File: config.mk
export PLATFORM = sky130hd
export DESIGN_NAME = usbebc_core
export DESIGN_NICKNAME = d
export VERILOG_FILES = /design/src/include/usbebc_pkg.sv /design/src/design/usbebc_core.sv /design/src/design/usbebc_hs_dec.sv /design/src/design/usbebc_rx_counter.sv
export SDC_FILE = /design/constraint.sdc
export NUM_CORES = 1
export LEC_CHECK = 0
export ABC_AREA = 1
export BUFFER_PORTS_ARGS = -buffer_cell sky130_fd_sc_hd__buf_4
export CORE_MARGIN = 8
export CORE_UTILIZATION = 30
export CTS_CLUSTER_DIAMETER = 150
export DETAILED_ROUTE_END_ITERATION = 7
export GPL_TIMING_DRIVEN = 0
export SYNTH_ARGS = -nofsm -noshare
export SYNTH_HDL_FRONTEND = slang
export SYNTH_SLANG_ARGS = --single-unit
File: constraint.sdc
create_clock -name CLOCK_I -period 3 [get_ports CLOCK_I]
set_clock_uncertainty 0.1 [all_clocks]
set_input_delay 0.6 -clock CLOCK_I [delete_from_list [all_inputs] [get_ports CLOCK_I]]
set_output_delay 0.6 -clock CLOCK_I [all_outputs]
set_load 0.03 [all_outputs]
File: src/include/usbebc_pkg.sv
package usbebc_pkg;

	// ***************************************************************
	// register word indices (byte address = index * 4)
	// ***************************************************************
	localparam logic [5:0] IDX_CTRL = 6'h32;
	localparam logic [5:0] IDX_EP0_RX_CNT = 6'h36;
	localparam logic [5:0] IDX_EP0_TX_CNT = 6'h37;
	localparam logic [5:0] IDX_EP1_RX_CNT = 6'h39;
	localparam logic [5:0] IDX_EP1_TX_CNT = 6'h3B;
	localparam logic [5:0] IDX_EP2_RX_CTRL = 6'h3C;
	localparam logic [5:0] IDX_EP2_RX_CNT = 6'h3D;
	localparam logic [5:0] IDX_EP2_TX_CTRL = 6'h3E;
	localparam logic [5:0] IDX_EP2_TX_CNT = 6'h3F;

	// ***************************************************************
	// field positions and widths
	// ***************************************************************
	localparam int BIT_MODE_HI = 7;
	localparam int BIT_MODE_LO = 6;
	localparam int BIT_CTR = 3;
	localparam int BIT_TOG = 2;
	localparam int BIT_STAT_HI = 1;
	localparam int BIT_STAT_LO = 0;
	localparam int BIT_FORCE_BUS_RESET = 0;
	localparam int CNT01_W = 5;
	localparam int CNT2_W = 7;
	localparam int LEN_W = 7;

	// ***************************************************************
	// encodings
	// ***************************************************************
	localparam logic [1:0] STAT_DISABLED = 2'h0;
	localparam logic [1:0] STAT_STALL = 2'h1;
	localparam logic [1:0] STAT_NAK = 2'h2;
	localparam logic [1:0] STAT_VALID = 2'h3;
	localparam logic [1:0] MODE_NORMAL = 2'h0;
	localparam logic [1:0] MODE_UPLOAD = 2'h1;
	localparam logic [1:0] MODE_DOWNLOAD = 2'h2;

	// ***************************************************************
	// reset values
	// ***************************************************************
	localparam logic [1:0] RST_MODE = 2'h0;
	localparam logic [1:0] RST_STAT = 2'h0;
	localparam logic RST_BIT = 1'h0;
	localparam logic [CNT01_W-1:0] RST_CNT01 = 5'h00;
	localparam logic [CNT2_W-1:0] RST_CNT2 = 7'h00;
	localparam logic [31:0] RST_DATA = 32'h0000_0000;

endpackage

File: src/design/usbebc_core.sv
// Local design decisions: the register addresses and the Wishbone interface to the registers.
`timescale 1ns/100ps

// Overview of operation
// RL1 - Download mode: hardware finishes endpoint 2 OUT, no event, revalidates.
// RL2 - In download mode endpoint 2 IN stays software managed with events.
// RL3 - Short packet in download: back to normal, event, reception NAK.
// RL4 - Upload mode: hardware handles endpoint 2 IN like download OUT.
// RL5 - Reception ok flag set by hardware, cleared by software.
// RL6 - Reception toggle flips only on correct packet with matching PID.
// RL7 - Reception status: 00 off, 01 stall, 10 NAK, 11 valid.
// RL8 - Reception status forced to NAK after a correct transfer.
// RL9 - Reception status writes ignored while in download mode.
// RL10 - Transmission status writes ignored while in upload mode.
// RL11 - Bus reset or forced reset clears low three transmission bits; the code also clears the transmission ok flag, bit 3.
// RL12 - Transmission ok flag set by hardware, cleared by software.
// RL13 - Transmission toggle flips on ACK; software may also write toggles.
// RL14 - Transmission status: 00 off, 01 stall, 10 NAK, 11 valid.
// RL15 - Transmission status forced to NAK after a correct transfer.
// RL16 - Endpoint 0/1 reception counters decremented by received bytes.
// RL17 - Endpoint 2 reception counter decremented by received bytes.
// RL18 - Endpoint 0/1 transmission counters give bytes sent at next IN.
// RL19 - Reception control bits five and four always read zero.
// RL20 - Mode field: 00 normal, 01 upload, 10 download.
// RL21 - Endpoint 2 transmission counter gives bytes sent at next IN.
// RL22 - Leaving download after short packet also clears mode to normal.
module usbebc_core
	import usbebc_pkg::*;
(
	input wire logic CLOCK_I,
	input wire logic SYS_RST_I,
	input wire logic CYC_I,
	input wire logic STB_I,
	input wire logic WE_I,
	input wire logic [7:0] ADR_I,
	input wire logic [3:0] SEL_I,
	input wire logic [31:0] DAT_I,
	output logic [31:0] DAT_O,
	output logic ACK_O,
	input wire logic USB_RST_I,
	input wire logic EP2_TOKEN_I,
	input wire logic EP2_TOKEN_IN_I,
	output logic EP2_ACCEPT_O,
	output logic EP2_STALL_O,
	output logic EP2_NAK_O,
	input wire logic XACT_DONE_I,
	input wire logic [1:0] XACT_EP_I,
	input wire logic XACT_IN_I,
	input wire logic XACT_PID_I,
	input wire logic [usbebc_pkg::LEN_W-1:0] XACT_LEN_I,
	input wire logic BUF_READY_I,
	output logic TRANSFER_OK_EVENT_O,
	output logic COPROC_PKT_O,
	output logic [usbebc_pkg::CNT01_W-1:0] EP0_TX_BYTE_COUNT_O,
	output logic [usbebc_pkg::CNT01_W-1:0] EP1_TX_BYTE_COUNT_O,
	output logic [usbebc_pkg::CNT2_W-1:0] EP2_TX_BYTE_COUNT_O,
	output logic [usbebc_pkg::CNT01_W-1:0] EP0_RX_BYTE_COUNT_O,
	output logic [usbebc_pkg::CNT01_W-1:0] EP1_RX_BYTE_COUNT_O,
	output logic [usbebc_pkg::CNT2_W-1:0] EP2_RX_BYTE_COUNT_O,
	output logic EP2_RX_PID_TOGGLE_O,
	output logic EP2_TX_PID_TOGGLE_O,
	output logic [1:0] EP2_TRANSFER_MODE_O,
	output logic FORCE_BUS_RESET_O
);
	import usbebc_pkg::*;

	// ***************************************************************
	// wishbone slave decode
	// ***************************************************************
	logic ack_reg;
	logic [31:0] dat_reg;
	logic [31:0] dat_next;
	logic [5:0] idx;
	logic bus_req;
	logic wr;
	logic [7:0] wd;
	logic wr_ctrl;
	logic wr_ep0_rx;
	logic wr_ep0_tx;
	logic wr_ep1_rx;
	logic wr_ep1_tx;
	logic wr_ep2_rx;
	logic wr_ep2_rxc;
	logic wr_ep2_tx;
	logic wr_ep2_txc;

	assign idx = ADR_I[7:2];
	assign bus_req = CYC_I && STB_I && !ack_reg;
	// only the low byte lane holds register bits
	assign wr = bus_req && WE_I && SEL_I[0];
	assign wd = DAT_I[7:0];
	assign wr_ctrl = wr && (idx == IDX_CTRL);
	assign wr_ep0_rx = wr && (idx == IDX_EP0_RX_CNT);
	assign wr_ep0_tx = wr && (idx == IDX_EP0_TX_CNT);
	assign wr_ep1_rx = wr && (idx == IDX_EP1_RX_CNT);
	assign wr_ep1_tx = wr && (idx == IDX_EP1_TX_CNT);
	assign wr_ep2_rx = wr && (idx == IDX_EP2_RX_CTRL);
	assign wr_ep2_rxc = wr && (idx == IDX_EP2_RX_CNT);
	assign wr_ep2_tx = wr && (idx == IDX_EP2_TX_CTRL);
	assign wr_ep2_txc = wr && (idx == IDX_EP2_TX_CNT);

	// ***************************************************************
	// state registers
	// ***************************************************************
	logic force_bus_reset_reg;
	logic [1:0] mode_reg;
	logic [1:0] mode_next;
	logic rx_ctr_reg;
	logic rx_ctr_next;
	logic rx_tog_reg;
	logic rx_tog_next;
	logic [1:0] rx_stat_reg;
	logic [1:0] rx_stat_next;
	logic tx_ctr_reg;
	logic tx_ctr_next;
	logic tx_tog_reg;
	logic tx_tog_next;
	logic [1:0] tx_stat_reg;
	logic [1:0] tx_stat_next;
	logic [CNT01_W-1:0] ep0_tx_reg;
	logic [CNT01_W-1:0] ep1_tx_reg;
	logic [CNT2_W-1:0] ep2_tx_reg;
	logic [CNT2_W-1:0] rx_max_reg;
	logic [CNT2_W-1:0] tx_max_reg;
	logic rx_wait_reg;
	logic rx_wait_next;
	logic tx_wait_reg;
	logic tx_wait_next;
	logic evt_reg;
	logic evt_next;
	logic hw_pkt_reg;
	logic hw_pkt_next;

	// ***************************************************************
	// transaction classification
	// ***************************************************************
	logic bus_reset;
	logic ep2_out;
	logic ep2_in;
	logic dl_mode;
	logic ul_mode;
	logic rx_short;
	logic tx_short;
	logic rx_hw;
	logic tx_hw;
	logic rx_sw;
	logic tx_sw;
	logic rx_revalid;
	logic tx_revalid;
	logic ep0_dec;
	logic ep1_dec;
	logic [CNT01_W-1:0] ep0_rx_cnt;
	logic [CNT01_W-1:0] ep1_rx_cnt;
	logic [CNT2_W-1:0] ep2_rx_cnt;

	// RL11 reset sources
	assign bus_reset = USB_RST_I || force_bus_reset_reg;
	assign ep2_out = XACT_DONE_I && (XACT_EP_I == 2'h2) && !XACT_IN_I;
	assign ep2_in = XACT_DONE_I && (XACT_EP_I == 2'h2) && XACT_IN_I;
	// RL20 mode decode
	assign dl_mode = (mode_reg == MODE_DOWNLOAD);
	assign ul_mode = (mode_reg == MODE_UPLOAD);
	// RL3 short packet against programmed maximum
	assign rx_short = CNT2_W'(XACT_LEN_I) < rx_max_reg;
	assign tx_short = CNT2_W'(XACT_LEN_I) < tx_max_reg;
	// RL1 full packets absorbed by hardware in download mode
	assign rx_hw = ep2_out && dl_mode && !rx_short;
	// RL4 full packets absorbed by hardware in upload mode
	assign tx_hw = ep2_in && ul_mode && !tx_short;
	// RL2 everything else ends with a software event
	assign rx_sw = ep2_out && !rx_hw;
	assign tx_sw = ep2_in && !tx_hw;
	assign rx_revalid = rx_wait_reg && BUF_READY_I && dl_mode;
	assign tx_revalid = tx_wait_reg && BUF_READY_I && ul_mode;
	assign ep0_dec = XACT_DONE_I && (XACT_EP_I == 2'h0) && !XACT_IN_I;
	assign ep1_dec = XACT_DONE_I && (XACT_EP_I == 2'h1) && !XACT_IN_I;

	// ***************************************************************
	// endpoint 2 reception control
	// ***************************************************************
	always_comb
	begin
		mode_next = mode_reg;
		if (wr_ep2_rx)
			mode_next = wd[BIT_MODE_HI:BIT_MODE_LO];
		// RL22 short packet drops download mode
		if (ep2_out && dl_mode && rx_short)
			mode_next = MODE_NORMAL;
		// upload ends the same way on a short IN
		if (ep2_in && ul_mode && tx_short)
			mode_next = MODE_NORMAL;
	end

	always_comb
	begin
		rx_ctr_next = rx_ctr_reg;
		rx_tog_next = rx_tog_reg;
		rx_stat_next = rx_stat_reg;
		// RL5 software clears by writing zero, set wins below
		if (wr_ep2_rx)
			rx_ctr_next = rx_ctr_reg && wd[BIT_CTR];
		// RL13 software may force the toggle
		if (wr_ep2_rx)
			rx_tog_next = wd[BIT_TOG];
		// RL9 protected in download mode
		if (wr_ep2_rx && !dl_mode)
			rx_stat_next = wd[BIT_STAT_HI:BIT_STAT_LO];
		// RL6 flip on matching PID
		if (ep2_out && (XACT_PID_I == rx_tog_reg))
			rx_tog_next = !rx_tog_reg;
		// RL5 hardware set
		if (rx_sw)
			rx_ctr_next = 1'b1;
		// RL8 hold off until software has looked
		if (ep2_out)
			rx_stat_next = STAT_NAK;
		// RL1 revalidate once the buffer accepts more
		if (rx_revalid)
			rx_stat_next = STAT_VALID;
		// RL11 bus reset clears bits 2:0
		if (bus_reset)
		begin
			rx_tog_next = RST_BIT;
			rx_stat_next = RST_STAT;
		end
	end

	// ***************************************************************
	// endpoint 2 transmission control
	// ***************************************************************
	always_comb
	begin
		tx_ctr_next = tx_ctr_reg;
		tx_tog_next = tx_tog_reg;
		tx_stat_next = tx_stat_reg;
		// RL12 software clears by writing zero
		if (wr_ep2_tx)
			tx_ctr_next = tx_ctr_reg && wd[BIT_CTR];
		// RL13 software force of the toggle
		if (wr_ep2_tx)
			tx_tog_next = wd[BIT_TOG];
		// RL10 protected in upload mode
		if (wr_ep2_tx && !ul_mode)
			tx_stat_next = wd[BIT_STAT_HI:BIT_STAT_LO];
		// RL13 flip on host ACK
		if (ep2_in)
			tx_tog_next = !tx_tog_reg;
		// RL12 hardware set
		if (tx_sw)
			tx_ctr_next = 1'b1;
		// RL15 force NAK after transfer
		if (ep2_in)
			tx_stat_next = STAT_NAK;
		// RL4 revalidate when the next block is there
		if (tx_revalid)
			tx_stat_next = STAT_VALID;
		// RL11 bus reset clears bits 3:0
		if (bus_reset)
		begin
			tx_ctr_next = RST_BIT;
			tx_tog_next = RST_BIT;
			tx_stat_next = RST_STAT;
		end
	end

	assign rx_wait_next = (rx_wait_reg && !rx_revalid && dl_mode) || rx_hw;
	assign tx_wait_next = (tx_wait_reg && !tx_revalid && ul_mode) || tx_hw;
	assign evt_next = rx_sw || tx_sw;
	assign hw_pkt_next = rx_hw || tx_hw;

	always_ff @(posedge CLOCK_I or posedge SYS_RST_I)
	begin
		if (SYS_RST_I)
		begin
			mode_reg <= RST_MODE;
			rx_ctr_reg <= RST_BIT;
			rx_tog_reg <= RST_BIT;
			rx_stat_reg <= RST_STAT;
			tx_ctr_reg <= RST_BIT;
			tx_tog_reg <= RST_BIT;
			tx_stat_reg <= RST_STAT;
			rx_wait_reg <= RST_BIT;
			tx_wait_reg <= RST_BIT;
			evt_reg <= RST_BIT;
			hw_pkt_reg <= RST_BIT;
		end
		else
		begin
			mode_reg <= mode_next;
			rx_ctr_reg <= rx_ctr_next;
			rx_tog_reg <= rx_tog_next;
			rx_stat_reg <= rx_stat_next;
			tx_ctr_reg <= tx_ctr_next;
			tx_tog_reg <= tx_tog_next;
			tx_stat_reg <= tx_stat_next;
			rx_wait_reg <= rx_wait_next;
			tx_wait_reg <= tx_wait_next;
			evt_reg <= evt_next;
			hw_pkt_reg <= hw_pkt_next;
		end
	end

	// ***************************************************************
	// software byte counts and maximum packet sizes
	// ***************************************************************
	always_ff @(posedge CLOCK_I or posedge SYS_RST_I)
	begin
		if (SYS_RST_I)
		begin
			force_bus_reset_reg <= RST_BIT;
			ep0_tx_reg <= RST_CNT01;
			ep1_tx_reg <= RST_CNT01;
			ep2_tx_reg <= RST_CNT2;
			rx_max_reg <= RST_CNT2;
			tx_max_reg <= RST_CNT2;
		end
		else
		begin
			if (wr_ctrl)
				force_bus_reset_reg <= wd[BIT_FORCE_BUS_RESET];
			if (wr_ep0_tx)
				ep0_tx_reg <= wd[CNT01_W-1:0];
			if (wr_ep1_tx)
				ep1_tx_reg <= wd[CNT01_W-1:0];
			if (wr_ep2_txc)
				ep2_tx_reg <= wd[CNT2_W-1:0];
			if (wr_ep2_rxc)
				rx_max_reg <= wd[CNT2_W-1:0];
			if (wr_ep2_txc)
				tx_max_reg <= wd[CNT2_W-1:0];
		end
	end

	// ***************************************************************
	// reception counters
	// ***************************************************************
	// RL16 endpoint 0 count down
	usbebc_rx_counter #(.W(CNT01_W)) u_ep0_rx
	(
		.clk_i(CLOCK_I),
		.rst_i(SYS_RST_I),
		.load_i(wr_ep0_rx),
		.load_val_i(wd[CNT01_W-1:0]),
		.dec_i(ep0_dec),
		.dec_amt_i(XACT_LEN_I),
		.cnt_o(ep0_rx_cnt)
	);

	// RL16 endpoint 1 count down
	usbebc_rx_counter #(.W(CNT01_W)) u_ep1_rx
	(
		.clk_i(CLOCK_I),
		.rst_i(SYS_RST_I),
		.load_i(wr_ep1_rx),
		.load_val_i(wd[CNT01_W-1:0]),
		.dec_i(ep1_dec),
		.dec_amt_i(XACT_LEN_I),
		.cnt_o(ep1_rx_cnt)
	);

	// RL17 endpoint 2 count down, reloaded with the maximum on revalidate
	usbebc_rx_counter #(.W(CNT2_W)) u_ep2_rx
	(
		.clk_i(CLOCK_I),
		.rst_i(SYS_RST_I),
		.load_i(wr_ep2_rxc || rx_revalid),
		.load_val_i(wr_ep2_rxc ? wd[CNT2_W-1:0] : rx_max_reg),
		.dec_i(ep2_out),
		.dec_amt_i(XACT_LEN_I),
		.cnt_o(ep2_rx_cnt)
	);

	// ***************************************************************
	// token handshake selection
	// ***************************************************************
	logic rx_acc;
	logic rx_stl;
	logic rx_nak;
	logic tx_acc;
	logic tx_stl;
	logic tx_nak;

	// RL7 reception status decode
	usbebc_hs_dec u_rx_dec
	(
		.stat_i(rx_stat_reg),
		.token_i(EP2_TOKEN_I && !EP2_TOKEN_IN_I),
		.accept_o(rx_acc),
		.stall_o(rx_stl),
		.nak_o(rx_nak)
	);

	// RL14 transmission status decode
	usbebc_hs_dec u_tx_dec
	(
		.stat_i(tx_stat_reg),
		.token_i(EP2_TOKEN_I && EP2_TOKEN_IN_I),
		.accept_o(tx_acc),
		.stall_o(tx_stl),
		.nak_o(tx_nak)
	);

	assign EP2_ACCEPT_O = rx_acc || tx_acc;
	assign EP2_STALL_O = rx_stl || tx_stl;
	assign EP2_NAK_O = rx_nak || tx_nak;

	// ***************************************************************
	// read mux
	// ***************************************************************
	logic [7:0] rd_ep2_rx;
	logic [7:0] rd_ep2_tx;
	logic [7:0] rd_byte;

	// RL19 bits five and four read zero
	assign rd_ep2_rx = {mode_reg, 2'h0, rx_ctr_reg, rx_tog_reg, rx_stat_reg};
	assign rd_ep2_tx = {4'h0, tx_ctr_reg, tx_tog_reg, tx_stat_reg};
	assign rd_byte =
		(idx == IDX_CTRL) ? {7'h00, force_bus_reset_reg} :
		(idx == IDX_EP0_RX_CNT) ? {3'h0, ep0_rx_cnt} :
		(idx == IDX_EP0_TX_CNT) ? {3'h0, ep0_tx_reg} :
		(idx == IDX_EP1_RX_CNT) ? {3'h0, ep1_rx_cnt} :
		(idx == IDX_EP1_TX_CNT) ? {3'h0, ep1_tx_reg} :
		(idx == IDX_EP2_RX_CTRL) ? rd_ep2_rx :
		(idx == IDX_EP2_RX_CNT) ? {1'h0, ep2_rx_cnt} :
		(idx == IDX_EP2_TX_CTRL) ? rd_ep2_tx :
		(idx == IDX_EP2_TX_CNT) ? {1'h0, ep2_tx_reg} : 8'h00;
	assign dat_next = (bus_req && !WE_I) ? {24'h000000, rd_byte} : dat_reg;

	always_ff @(posedge CLOCK_I or posedge SYS_RST_I)
	begin
		if (SYS_RST_I)
		begin
			ack_reg <= RST_BIT;
			dat_reg <= RST_DATA;
		end
		else
		begin
			ack_reg <= bus_req;
			dat_reg <= dat_next;
		end
	end

	// ***************************************************************
	// outputs
	// ***************************************************************
	assign ACK_O = ack_reg;
	assign DAT_O = dat_reg;
	assign TRANSFER_OK_EVENT_O = evt_reg;
	assign COPROC_PKT_O = hw_pkt_reg;
	// RL18 endpoint 0/1 send counts
	assign EP0_TX_BYTE_COUNT_O = ep0_tx_reg;
	assign EP1_TX_BYTE_COUNT_O = ep1_tx_reg;
	// RL21 endpoint 2 send count
	assign EP2_TX_BYTE_COUNT_O = ep2_tx_reg;
	assign EP0_RX_BYTE_COUNT_O = ep0_rx_cnt;
	assign EP1_RX_BYTE_COUNT_O = ep1_rx_cnt;
	assign EP2_RX_BYTE_COUNT_O = ep2_rx_cnt;
	assign EP2_RX_PID_TOGGLE_O = rx_tog_reg;
	assign EP2_TX_PID_TOGGLE_O = tx_tog_reg;
	assign EP2_TRANSFER_MODE_O = mode_reg;
	assign FORCE_BUS_RESET_O = force_bus_reset_reg;

endmodule

File: src/design/usbebc_hs_dec.sv
`timescale 1ns/100ps

// ***************************************************************
// handshake decode of a two-bit endpoint status
// ***************************************************************
module usbebc_hs_dec
	import usbebc_pkg::*;
(
	input wire logic [1:0] stat_i,
	input wire logic token_i,
	output logic accept_o,
	output logic stall_o,
	output logic nak_o
);
	import usbebc_pkg::*;

	// disabled answers nothing: the token is ignored
	assign accept_o = token_i && (stat_i == STAT_VALID);
	assign stall_o = token_i && (stat_i == STAT_STALL);
	assign nak_o = token_i && (stat_i == STAT_NAK);

endmodule

File: src/design/usbebc_rx_counter.sv
`timescale 1ns/100ps

// ***************************************************************
// reception byte counter: software load, hardware decrement
// ***************************************************************
module usbebc_rx_counter
	import usbebc_pkg::*;
#(
	parameter int W = CNT01_W
)
(
	input wire logic clk_i,
	input wire logic rst_i,
	input wire logic load_i,
	input wire logic [W-1:0] load_val_i,
	input wire logic dec_i,
	input wire logic [LEN_W-1:0] dec_amt_i,
	output logic [W-1:0] cnt_o
);
	import usbebc_pkg::*;

	logic [W-1:0] cnt_reg;
	logic [W-1:0] cnt_next;
	logic [W-1:0] amt;

	assign amt = W'(dec_amt_i);
	// a hardware decrement wins over a load in the same cycle
	assign cnt_next = dec_i ? W'(cnt_reg - amt) :
		load_i ? load_val_i : cnt_reg;
	assign cnt_o = cnt_reg;

	always_ff @(posedge clk_i or posedge rst_i)
	begin
		if (rst_i)
			cnt_reg <= W'(0);
		else
			cnt_reg <= cnt_next;
	end

endmodule

==> flow_summary_export.csv <==
group,metric,value,unit
route,num_vias,4252,
clock_network,cts_tree,"built",
clock_network,postCtsHoldBufs,0,
layout,final_layout_size_suffix_gt1_share,22.4,%
pwr,total_power,2.99,mW
layout,final_cells,906,
clock_network,cts_resized,0,
min_path,hold_class,"in2async",
pwr,powerDensity,524,nW/um2
yosys,synth-async-reset-ratio,100,%
clock_network,clockRootBuffer,"clkbuf_16",
place,placed_area,5440,um2
route,drcViolationCount,0,
place,dpl.hpwl,11600,um
layout,fill_cells,1557,
route,drtIter0Drc,270,
layout,largest_reg_flops,8,
timing,slew_headroom,44.4,%
yosys,synth-seq-cells,65,
clock_network,numCtsBuffers,9,
clock_network,h-tree-depth,3,
timing,slew_viol_final,0,
route,viasPerCell,4.69,
clock_network,clk_latency,340,ps
yosys,synth-edff-count,0,
floorplan,die_h,138,um
pwr,irDropWorstVdd,0.240,mV
clock_network,clockBufferDepth,2,
layout,fin_area,5710,um2
floorplan,num_io_pins,142,
timing,setup_viol,0,
timing,worst_pin_slew,834,ps
setup_path,end_kind,"register",
place,io_buffers,88,
global_route,grt_max_degree,66,
layout,area_growth,28.2,%
route,wirelength,14200,um
outcome,status,"complete, no violations",
global_route,grt_pass1_wl,21700,um
layout,antenna_cells,0,
timing,min_period,2080,ps
yosys,syn_inst,596,
clock_network,clkSinkCount,65,
setup_path,worst_ep_required_time,3130,ps
floorplan,rows,44,
timing,grt_setup_unrepaired,"false",
timing,max_freq,481,MHz
global_route,grt_use_total,15.2,%
yosys,yosys_warnings,0,
yosys,synth_ff_type,"dfrtp_1",
yosys,synth_top_cell_by_area,"dfrtp_1",
layout,fin_nets,812,
yosys,synth.top_cell.area_share,36.5,%
route,wl_per_cell,15.7,um
clock_network,clk_pin_slew,50,ps
place,place_congestion,0.900,
global_route,grt-ovfl-total,0,
floorplan,coreArea,14500,um2
route,antenna_left,0,
setup_path,path_max_fanout,10,
yosys,synthTopCellsByArea,"dfrtp_1 (36%), nand2_1 (12%), ha_1 (7.3%), inv_1 (6.7%), nor2_1 (4.5%)",
yosys,synth.distinct_cells,43,
route,firstDrtPassIters,5,
yosys,synth_area_per_cell,7.48,um2
setup_path,start_kind,"input port",
place,post-place-cells,891,
floorplan,fp.dieW,138,um
setup_path,path_class,"in2reg",
clock_network,cts_setup_buffers,0,
pwr,p_leak,3.05,nW
global_route,grt_pass1_vias,4022,
yosys,ys_top_cells_by_count,"nand2_1 (143), inv_1 (79), dfrtp_1 (65)",
timing,finalHoldViolCount,0,
global_route,antenna_found_initial,0,
run,maxCapViolCount,0,
floorplan,die_area,19000,um2
yosys,ys_seq_area_share,36.5,%
yosys,syn_area,4460,um2
timing,period_share,69.3,%
floorplan,start_util,30.7,%
yosys,yosysMostFrequentCell,"nand2_1",
setup_path,arrival,2210,ps
power breakdown:
group          total [mW]  internal [mW]  switching [mW]  leakage [nW]
Clock                1.02          0.634           0.384         0.139
Sequential           1.07          0.964           0.104         0.853
Combinational       0.907          0.331           0.576          2.06
Total                2.99           1.93            1.06          3.05
path summary, 6_finish.rpt:
check                                       start                end  slack (ps)  cells after the start
setup reg to reg           EP2_TRANSFER_MODE_O[1]  u_ep2_rx.cnt_o[3]         970                      8
max in group asynchronous               SYS_RST_I      rx_max_reg[4]        1920                      2
hold reg to reg                             ACK_O              ACK_O         350                      1
setup / recovery                      XACT_DONE_I  u_ep2_rx.cnt_o[3]         920                      9
hold / removal                          SYS_RST_I           DAT_O[6]         340                      2
min in group CLOCK_I                        ACK_O              ACK_O         350                      1
cell type report:
cell class / count / area (um2) / share of cell area, %
Buffer: 27 / 200 / 3.50
Clock buffer: 11 / 233 / 4.07
Clock inverter: 4 / 45.0 / 0.788
Inverter: 86 / 330 / 5.78
Multi-Input combinational cell: 441 / 2390 / 41.8
Sequential cell: 65 / 1630 / 28.5
Tap cell: 184 / 230 / 4.03
Timing Repair Buffer: 88 / 661 / 11.6
layer usage:
metal / vias up / part of all wire (%) / GRT usage, %
met5: - / 0 / 0
met1: 1932 / 45 / 20.0
met3: 17 / 8.6 / 3.77
met4: 0 / 1.9 / 5.07
li1: 2155 / - / -
met2: 148 / 45 / 23.7
metrics by stage:
stage                     util [%]  hold WS (ps)  TNS [ps]  setup WS [ps]
after floorplan                  -           364         0            674
after global placement        37.4           336    -20750           -323
after detailed placement      37.4           341         0            564
after CTS                     39.3           350         0            912
after global routing          39.3           397         0            816
final                         39.3           338         0            920
critical path: stages:
cell	delay, ps
buf_4	120
nand3_1	200
nor2_2	120
inv_2	170
nand2_1	170
nor2_2	470
inv_2	170
o21ai_0	120
o21ai_1	70
cells by family (layout without fill, tap and decap cells):
family	after synthesis	in the layout	synth area share (%)
flops	65	65	36.5
buf+inv	113	216	11.8
xor+xnor	9	9	1.77
other cells	1	24	0.0841
simple gates	271	271	26.9
compound gates	108	108	14.3
fa+ha+maj	29	29	8.65
layout by cell type (no fill, tap or decap), types with 2 or more instances in the layout:
master	count
xnor2_1	4
clkinv_1	2
dfrtp_1	65
xor2_1	5
o211ai_1	4
nor3_1	2
o21ai_0	39
inv_1	78
o21ai_1	5
conb_1	24
nand2_2	9
inv_2	4
clkinv_2	3
o21ai_2	4
nand3_1	39
o22ai_1	8
nand2_4	2
clkbuf_16	9
a211oi_1	2
fa_1	3
ha_1	26
o311ai_0	2
nor2_1	53
o211ai_2	3
nor2_4	4
o21a_1	2
buf_4	112
clkbuf_1	2
nand2_1	143
a21oi_1	33
nor2_2	4
nand4_1	11
No activity file was read; power rests on OpenSTA's default activity.
